**src/hdl/bsc_pkg.sv**
```systemverilog
package bsc_pkg;
    // ----------------------------------------------------------------
    // widths and counts
    // ----------------------------------------------------------------
    localparam int          BSC_REQ_W       = 8;
    localparam int          BSC_GNT_W       = 8;
    localparam int          BSC_IRQ_W       = 4;
    localparam int          BSC_SPARE_W     = 4;
    localparam int          BSC_FANOUT_W    = 9;
    localparam int          BSC_SYNC_STAGES = 2;

    // ----------------------------------------------------------------
    // request / grant pin positions in external arbiter mode
    // ----------------------------------------------------------------
    localparam int          BSC_OWN_POS     = 0;
    localparam int          BSC_SPARE_LO    = 2;
    localparam int          BSC_SPARE_HI    = 5;

    // ----------------------------------------------------------------
    // bus clock input range, in MHz
    // ----------------------------------------------------------------
    localparam int          BSC_BUS_CLK_MIN_MHZ = 10;
    localparam int          BSC_BUS_CLK_MAX_MHZ = 66;

    // ----------------------------------------------------------------
    // synchroniser vector layout
    // ----------------------------------------------------------------
    localparam int          BSC_SY_STRAP    = 0;
    localparam int          BSC_STRAP_W     = 6;
    localparam int          BSC_SY_REQ      = BSC_SY_STRAP + BSC_STRAP_W;
    localparam int          BSC_SY_IRQ      = BSC_SY_REQ + BSC_REQ_W;
    localparam int          BSC_SY_SCL      = BSC_SY_IRQ + BSC_IRQ_W;
    localparam int          BSC_SY_W        = BSC_SY_SCL + 1;

    // ----------------------------------------------------------------
    // reset values
    // ----------------------------------------------------------------
    localparam logic [7:0]  BSC_GNT_RST     = 8'hff;
    localparam logic [3:0]  BSC_SPARE_RST   = 4'hf;
    localparam logic [3:0]  BSC_IRQ_OE_RST  = 4'h0;

    typedef struct packed {
        logic test_sel;
        logic sideband_sel;
        logic bridge_type;
        logic clock_mask;
        logic direction;
        logic arbiter_sel_n;
    } bsc_strap_t;

    localparam bsc_strap_t  BSC_STRAP_RST   = '0;

    typedef struct packed {
        bsc_strap_t                 strap;
        logic [BSC_GNT_W-1:0]       gnt_n;
        logic [BSC_SPARE_W-1:0]     spare_in;
        logic                       own_gnt_n;
        logic                       fan_en;
        logic [BSC_IRQ_W-1:0]       irq_oe;
        logic [BSC_IRQ_W-1:0]       irq_sync_n;
        logic                       scl_in;
        logic                       scl_oe;
        logic                       scl_out;
    } bsc_state_t;

endpackage : bsc_pkg

```
**src/hdl/bsc_sync.sv**
```systemverilog
`timescale 1ns/10ps
module bsc_sync #(
    parameter int W = 1
) (
    input  wire logic         i_sys_clk,
    input  wire logic [W-1:0] i_async,
    output logic      [W-1:0] o_sync
);
    typedef struct packed {
        logic [W-1:0] meta;
        logic [W-1:0] sync;
    } bsc_sync_st_t;

    bsc_sync_st_t sy_ff;
    bsc_sync_st_t nxt_sy;

    // no reset: straps must pass through while system reset is held
    // first stage is read only by the second stage
    always_comb begin
        nxt_sy.meta = i_async;
        nxt_sy.sync = sy_ff.meta;
    end

    always_ff @(posedge i_sys_clk) begin
        sy_ff <= nxt_sy;
    end

    assign o_sync = sy_ff.sync;
endmodule : bsc_sync

```
**src/hdl/bsc_strap_cfg.sv**
```systemverilog
`timescale 1ns/10ps
module bsc_strap_cfg
    import bsc_pkg::*;
#(
    parameter int BUS_CLK_MIN_MHZ = BSC_BUS_CLK_MIN_MHZ,
    parameter int BUS_CLK_MAX_MHZ = BSC_BUS_CLK_MAX_MHZ
) (
    // i_sys_clk is the loopback clock input
    input  wire logic                    i_sys_clk,
    input  wire logic                    i_sys_rst,
    input  wire logic                    i_bus_rst_n,
    input  wire logic                    i_bus_clock_source_in,
    output logic [BSC_FANOUT_W-1:0]      o_bus_clock_fanout,
    input  wire logic                    i_test_select_strap,
    input  wire logic                    i_sideband_select_strap,
    input  wire logic                    i_bridge_type_strap,
    input  wire logic                    i_clock_mask_strap,
    input  wire logic                    i_direction_strap,
    input  wire logic                    i_arbiter_select_n,
    input  wire logic                    i_arbiter_select_n_driven,
    input  wire logic [BSC_REQ_W-1:0]    i_req_n,
    output logic      [BSC_GNT_W-1:0]    o_gnt_n,
    output logic      [BSC_GNT_W-1:0]    o_gnt_oe,
    input  wire logic [BSC_GNT_W-1:0]    i_arb_gnt_n,
    output logic      [BSC_REQ_W-1:0]    o_arb_req_n,
    input  wire logic                    i_own_req_n,
    output logic                         o_own_gnt_n,
    input  wire logic [BSC_SPARE_W-1:0]  i_spare_output,
    output logic      [BSC_SPARE_W-1:0]  o_spare_input,
    input  wire logic [BSC_IRQ_W-1:0]    i_irq_line_n,
    output logic      [BSC_IRQ_W-1:0]    o_irq_line_n,
    output logic      [BSC_IRQ_W-1:0]    o_irq_line_oe,
    input  wire logic [BSC_IRQ_W-1:0]    i_irq_req,
    output logic      [BSC_IRQ_W-1:0]    o_irq_sync_n,
    input  wire logic                    i_sideband_clock_pin,
    output logic                         o_sideband_clock_pin,
    output logic                         o_sideband_clock_oe,
    input  wire logic                    i_eeprom_scl,
    output logic                         o_smbus_scl,
    output logic                         o_test_mode,
    output logic                         o_normal_mode,
    output logic                         o_smbus_mode,
    output logic                         o_nontransparent,
    output logic                         o_reverse_mode,
    output logic                         o_ext_arbiter,
    output logic                         o_hotplug_en
);
    // ----------------------------------------------------------------
    // frequency range
    // ----------------------------------------------------------------
    // the range is a board limit; nothing here measures the clock
    localparam int BUS_CLK_SPAN_MHZ = BUS_CLK_MAX_MHZ - BUS_CLK_MIN_MHZ;

    // ----------------------------------------------------------------
    // input synchronisers
    // ----------------------------------------------------------------
    logic [BSC_SY_W-1:0] sy_in;
    logic [BSC_SY_W-1:0] sy_out;
    logic                drv_s;

    // drive flag synchronised on its own, so no gate sits ahead of a sync stage
    bsc_sync #(
        .W        (1)
    ) u_sync_drv (
        .i_sys_clk(i_sys_clk),
        .i_async  (i_arbiter_select_n_driven),
        .o_sync   (drv_s)
    );

    assign sy_in = {i_sideband_clock_pin,
                    i_irq_line_n,
                    i_req_n,
                    i_test_select_strap,
                    i_sideband_select_strap,
                    i_bridge_type_strap,
                    i_clock_mask_strap,
                    i_direction_strap,
                    i_arbiter_select_n};

    bsc_sync #(
        .W        (BSC_SY_W)
    ) u_sync (
        .i_sys_clk(i_sys_clk),
        .i_async  (sy_in),
        .o_sync   (sy_out)
    );

    bsc_strap_t                 pin_strap;
    logic [BSC_REQ_W-1:0]       req_s;
    logic [BSC_IRQ_W-1:0]       irq_s;
    logic                       scl_s;

    always_comb begin
        pin_strap               = bsc_strap_t'(sy_out[BSC_SY_STRAP +: BSC_STRAP_W]);
        // an undriven select pin reads low, as the pull-down would make it
        pin_strap.arbiter_sel_n = sy_out[BSC_SY_STRAP] & drv_s;
    end
    assign req_s     = sy_out[BSC_SY_REQ +: BSC_REQ_W];
    assign irq_s     = sy_out[BSC_SY_IRQ +: BSC_IRQ_W];
    assign scl_s     = sy_out[BSC_SY_SCL];

    // ----------------------------------------------------------------
    // state
    // ----------------------------------------------------------------
    bsc_state_t st_ff;
    bsc_state_t nxt_st;
    bsc_strap_t sp;

    assign sp = st_ff.strap;

    always_comb begin
        nxt_st = st_ff;
        // straps follow the pins only while reset is held
        if (i_sys_rst) begin
            nxt_st.strap = pin_strap;
        end
        // arbitration pin mapping
        if (sp.arbiter_sel_n) begin
            nxt_st.own_gnt_n = req_s[BSC_OWN_POS];
            nxt_st.gnt_n = i_arb_gnt_n;
            nxt_st.gnt_n[BSC_OWN_POS] = i_own_req_n;
            nxt_st.gnt_n[BSC_SPARE_HI:BSC_SPARE_LO] = i_spare_output;
            nxt_st.spare_in = req_s[BSC_SPARE_HI:BSC_SPARE_LO];
        end else begin
            nxt_st.own_gnt_n = 1'b1;
            nxt_st.gnt_n = i_arb_gnt_n;
            nxt_st.spare_in = BSC_SPARE_RST;
        end
        // dynamic clock mask, low lets the clocks run
        nxt_st.fan_en = ~pin_strap.clock_mask;
        // interrupt direction
        if (sp.direction) begin
            nxt_st.irq_oe = i_irq_req;
            nxt_st.irq_sync_n = '1;
        end else begin
            nxt_st.irq_oe = '0;
            nxt_st.irq_sync_n = irq_s;
        end
        // sideband clock direction
        nxt_st.scl_oe = ~sp.sideband_sel;
        nxt_st.scl_out = i_eeprom_scl;
        nxt_st.scl_in = sp.sideband_sel ? scl_s : 1'b1;
    end

    always_ff @(posedge i_sys_clk) begin
        if (i_sys_rst) begin
            st_ff            <= '0;
            st_ff.strap      <= pin_strap;
            st_ff.gnt_n      <= BSC_GNT_RST;
            st_ff.spare_in   <= BSC_SPARE_RST;
            st_ff.own_gnt_n  <= 1'b1;
            st_ff.irq_oe     <= BSC_IRQ_OE_RST;
            st_ff.irq_sync_n <= '1;
            st_ff.scl_in     <= 1'b1;
            st_ff.scl_out    <= 1'b1;
        end else begin
            st_ff <= nxt_st;
        end
    end

    // ----------------------------------------------------------------
    // mode outputs
    // ----------------------------------------------------------------
    assign o_test_mode      = sp.test_sel;
    assign o_normal_mode    = ~sp.test_sel;
    assign o_smbus_mode     = sp.sideband_sel;
    assign o_nontransparent = sp.bridge_type;
    assign o_reverse_mode   = sp.direction;
    assign o_ext_arbiter    = sp.arbiter_sel_n;
    assign o_hotplug_en     = sp.clock_mask;

    // ----------------------------------------------------------------
    // arbitration pins
    // ----------------------------------------------------------------
    // repurposed request bits never reach the internal arbiter
    always_comb begin
        o_arb_req_n = req_s;
        if (sp.arbiter_sel_n) begin
            o_arb_req_n = '1;
        end
    end

    assign o_own_gnt_n   = st_ff.own_gnt_n;
    assign o_spare_input = st_ff.spare_in;
    assign o_gnt_n       = st_ff.gnt_n;
    // bus reset floats pins with no clock involved
    assign o_gnt_oe      = {BSC_GNT_W{i_bus_rst_n}};

    // ----------------------------------------------------------------
    // interrupt pins
    // ----------------------------------------------------------------
    assign o_irq_line_n  = '0;
    assign o_irq_line_oe = st_ff.irq_oe & {BSC_IRQ_W{i_bus_rst_n}};
    assign o_irq_sync_n  = st_ff.irq_sync_n;

    // ----------------------------------------------------------------
    // sideband clock pin
    // ----------------------------------------------------------------
    assign o_sideband_clock_pin = st_ff.scl_out;
    assign o_sideband_clock_oe  = st_ff.scl_oe;
    assign o_smbus_scl          = st_ff.scl_in;

    // ----------------------------------------------------------------
    // clock fan-out
    // ----------------------------------------------------------------
    // gating with a flop trades a possible runt pulse for simplicity
    assign o_bus_clock_fanout =
        {BSC_FANOUT_W{i_bus_clock_source_in & st_ff.fan_en & i_bus_rst_n}};

    logic past_rst;
    always_ff @(posedge i_sys_clk) begin
        past_rst <= i_sys_rst;
    end
endmodule : bsc_strap_cfg

```
**config.mk**
```make
export PLATFORM = sky130hd
export DESIGN_NAME = bsc_strap_cfg
export DESIGN_NICKNAME = d
export VERILOG_FILES = /design/src/hdl/bsc_pkg.sv /design/src/hdl/bsc_sync.sv /design/src/hdl/bsc_strap_cfg.sv
export SDC_FILE = /design/constraint.sdc
export NUM_CORES = 1
export LEC_CHECK = 0
export ABC_AREA = 1
export BUFFER_PORTS_ARGS = -buffer_cell sky130_fd_sc_hd__buf_2
export CORE_ASPECT_RATIO = 1.4
export CORE_MARGIN = 5
export CORE_UTILIZATION = 25
export CTS_BUF_LIST = sky130_fd_sc_hd__clkbuf_4
export DETAILED_ROUTE_END_ITERATION = 10
export PLACE_DENSITY = 0.49
export SYNTH_ARGS = -nofsm -noshare
export SYNTH_HDL_FRONTEND = slang
export SYNTH_SLANG_ARGS = --single-unit
```
**constraint.sdc**
```tcl
create_clock -name i_sys_clk -period 1.91 [get_ports i_sys_clk]
set_clock_uncertainty 0.2 [all_clocks]
set_input_delay 0.382 -clock i_sys_clk [delete_from_list [all_inputs] [get_ports i_sys_clk]]
set_output_delay 0.382 -clock i_sys_clk [all_outputs]
set_load 0.02 [all_outputs]
```
---- Word-level counts from Yosys, hierarchy flattened ----
Index checks and enable logic that the tools add are counted.
storage, ports and cells
  word-level logic and storage cells ...... 34
  input port bits ......................... 42
  flip-flop bits (word level) ............. 71
  output and inout bits ................... 60
operators by class
  reductions and logical operators ........ 4
  mux-type cells .......................... 2
  bitwise operators ....................... 9
operators with widths
  cell                number
  11-bit two-way mux  1
  8-bit two-way mux   1
  2-bit OR reduction  4
  1-bit inverter      5
  4-bit bitwise AND   1
  1-bit bitwise AND   3

---- Depth between registers and ports, before layout ----
  word-level depth ........................ 2
  mapped depth ............................ 5
  depth with buffers taken out ............ 3

---- Cells and area by module ----
Synthesis repeated with hierarchy kept, for this count alone.
unflattened totals
  cell total of the unflattened synthesis .. 186
  area total of the unflattened synthesis .. 2159.6 um^2
by module, submodules not included
  module                 sequential area each (um^2)  instances  area an instance (um^2)  cells each
  bsc_strap_cfg          680.7                        1          1358.8                   146
  bsc_sync (u_sync)      760.7                        1          760.7                    38
  bsc_sync (u_sync_drv)  40.0                         1          40.0                     2

---- Worst setup path after synthesis ----
OpenSTA, ideal clock, no wires.
  kind .................................... input port to output port
  start ................................... in i_bus_clock_source_in
  end ..................................... out o_bus_clock_fanout[1]
  path slack .............................. 124 ps
  data required time ...................... 1328 ps
  stages on the path ...................... 3
  arrival time ............................ 1204 ps
  path buffers ............................ 1
  cells stage by stage .................... inv_1 > nor2_1 > buf_4
between the ends
  word-level cells in the longest chain between the ends .. 2
ends and longest elaborated chain
  item                            RTL line              text
  start, declared                 bsc_strap_cfg.sv:12   input wire logic i_bus_clock_source_in,
  1-bit bitwise AND (2 in a row)  bsc_strap_cfg.sv:208  {BSC_FANOUT_W{i_bus_clock_source_in & st_ff.fan_en & i_bus_rst_n}};
  end, declared                   bsc_strap_cfg.sv:13   output logic [BSC_FANOUT_W-1:0] o_bus_clock_fanout,
Every way passes these cells.

---- Worst setup path in the final report ----
  start ................................... reg st_ff (netlist bit o_ext_arbiter)
  end ..................................... out o_arb_req_n[7]
between the ends
  word-level cells in the longest chain between the ends .. 1
ends and longest elaborated chain
  item                    RTL line              text
  start, declared         bsc_strap_cfg.sv:105  bsc_state_t st_ff;
  start signal, assigned  bsc_strap_cfg.sv:157  st_ff <= nxt_st;
  8-bit two-way mux       bsc_strap_cfg.sv:178  if (sp.arbiter_sel_n) begin
  end, declared           bsc_strap_cfg.sv:25   output logic [BSC_REQ_W-1:0] o_arb_req_n,
Every way passes these cells.

==> results by group <==
GRT
  • First-pass GRT wire length: 6480 um
  • Largest net degree at the start of global routing: 16
  • Gr usage total: under 10%
  • Initial antenna violation count: 1
  • Vias in the first global route: around 1400
  • Total gr overflow: 0

STA
  • Minimum clock period: approximately 1.9 ns
  • Maximum operating frequency: approximately 520 MHz
  • Worst setup margin: ~0.0012 ns
  • WHS: 0.123 ns
  • Final worst-path cycle share: 99.9%
  • RSZ-0062 raised after global routing: true
  • Final hold violation count: 0
  • Setup violations, final: 0
  • Fin. max-slew vios: 0

Pwr
  • Maximum VDD drop: 0.464 mV
  • Pwr per Cell Area: between 800 and 900 nW/um^2
  • Leakage: 0.00148 uW

Place
  • GP Congestion: ~0.62
  • Half-perimeter wire length after placement: 2960 um
  • Pre-CTS setup slack: approximately 0.23 ns
  • I/O Buffers: 97

CTS
  • Clock Sink Count: between 70 and 80
  • Clock latency on the worst-skew pair: about 0.40 ns
  • Clock-pin slew on the worst setup and hold paths: between 0.1 and 0.15 ns
  • CTS tree: yes
  • CTS Buffer Depth: 2
  • CTS buffer count: 9
  • Htree depth: 3
  • CTS root buf: clkbuf_4

Synthesis
  • Sequential area share after synthesis: 68.6%
  • Yosys reg bits: 71
  • Synth cell types: 17
  • Synth Area per Inst: roughly 12 um^2
  • Cell type with the largest total area after synthesis: dfxtp_1
  • Count of mapped cells out of synthesis: 186
  • Synthesis warning total: 0
  • Post-synthesis cell area: 2160 um^2
  • Share of the synthesized area in the top cell type: ~60%
  • Synth top area cells: dfxtp_1 60%, buf_4 13%, edfxtp_1 8.3%, nand2_1 4.3%, inv_1 3.5%

Worst setup path
  • CP max FO: 6
  • Worst path arrival time: about 1.3 ns
  • Crit end category: primary output
  • Req. time, crit path: roughly 1.3 ns
  • Kind of critical path: reg2out
  • Startpoint types: register

Final layout
  • Area grow syn2layout: 41.9%
  • Final Util: a little over a third
  • Fraction of layout cells with a size suffix above 1: approximately 44%
  • Nets: ~340
  • Multi-input logic area: 312 um^2
  • FF+latch area: between 1000 and 1500 um^2
  • Filler cells: between 800 and 900

Floorplanning
  • Die area: about 11000 um^2
  • # IOs: 102
  • # rows: 40
  • Die W: 88.6 um
  • Starting Density: roughly 25%
  • Core ar.: roughly 8500 um^2
  • Chip height: between 100 and 150 um

Route
  • Detailed Routing Iterations Pass 1: 4
  • Initial DRC count: 24
  • Vias: roughly 1400
  • Total Wirelength: ~4200 um
  • DR WL/cell: 10.2 um
  • DRC: 0
  • Vias per inst: around 3.5
  • Antenna-violating nets left: 0

Hold path
  • Worst hold path type: reg2reg

Job
  • Max Cap Viol: 0

Run status
  • Run status: finished, final reports clean
==> through the flow <==
stage,total power (uW),setup TNS (ns),std cells,instance area [um^2]
6_report,2690,0,410,3060
5_1_grt,2850,-0.527,410,3060
4_1_cts,2760,-0.216,409,3030
3_5_place_dp,1880,0,353,2490
3_3_place_gp,1870,0,353,2490
2_1_floorplan,1810,0,189,2170
==> Yosys cell counts <==
cell type / count
dfxtp_1: 65
edfxtp_1: 6
nor2_1: 7
nand3_2: 5
conb_1: 1
nand2_2: 6
inv_6: 1
buf_8: 1
inv_4: 1
nor2_2: 1
nand3b_1: 1
buf_6: 2
nor2_4: 1
inv_1: 20
nand2_1: 25
or2_1: 7
buf_4: 36
==> sequential cells by signal, indices dropped and copies added (netlist names) <==
signal                count
u_sync_drv.nxt_sy         1
o_irq_sync_n              4
o_ext_arbiter             1
o_hotplug_en              1
o_spare_input             4
o_nontransparent          1
o_gnt_n                   8
o_sideband_clock_pin      1
u_sync.o_sync            19
u_sync_drv.o_sync         1
st_ff                     5
o_reverse_mode            1
o_own_gnt_n               1
o_smbus_mode              1
u_sync.nxt_sy            19
o_sideband_clock_oe       1
o_test_mode               1
o_smbus_scl               1
==> cell usage in the layout, fill, tap and decap left out, drive strengths merged <==
master       instances
buf                100
clkbuf              11
clkinv               3
clkinvlp             2
conb                 4
dfxtp               65
diode                1
dlygate4sd3         38
edfxtp               6
inv                 22
nand2               31
nand3                5
nand3b               1
nor2                 9
or2                  7
==> cell families after synthesis <==
kind of cell,count (synthesis),share of synthesized area (%)
flops,71,68.6
buf+inv,61,18.4
other cells,1,0.174
simple gates,53,12.8
==> path summary, 6_finish.rpt <==
| check | start | end | slack, ns | cells after the start |
|---|---|---|---|---|
| worst max register to register | o_ext_arbiter | o_gnt_n[5] | 0.15 | 5 |
| worst min register to register | u_sync.nxt_sy[2] | u_sync.o_sync[2] | 0.12 | 0 |
| worst max-delay path | o_ext_arbiter | o_arb_req_n[7] | 0.001 | 2 |
| worst min-delay path | u_sync.nxt_sy[2] | u_sync.o_sync[2] | 0.12 | 0 |
==> critical path, cell delays in order, from the launching register on <==
cell      delay, ns
edfxtp_1       0.52
or2_1          0.27
buf_6          0.14
==> layout make-up <==
type                       count  area share, %
clock inverter                 5          0.857
timing repair buffer         138           30.6
multi-input combinational     57           10.2
antenna                        1         0.0817
inverter                      22           2.94
tap                          105           4.29
sequential                    71           48.3
clock buffer                  11           2.69
==> metal layers <==
metal  part of all wire (%)  up-vias  track usage [%]
li1                       -      738                -
met1                     34      632             8.22
met4                    2.5        0             7.18
met2                     54       58             13.7
met5                      0        -                0
met3                    9.3       10             3.57
==> what timing repair did <==
action | in CTS | in global routing
endpoints found under the setup margin | 18 | 17
buffers inserted | 2 | 0
pin swaps | 2 | 0
gates resized for setup | 11 | 12
hold buffers | 38 | 0
hold endpoints to repair | 33 | 0
==> where the power goes <==
group	leakage (uW)	internal [uW]	total [uW]	switching (uW)
Sequential	0.000604	1580	1600	19.5
Clock	0.0000556	284	775	491
Combinational	0.000824	155	322	167
Total	0.00148	2020	2690	677
Power figures use the tool's default switching activity.
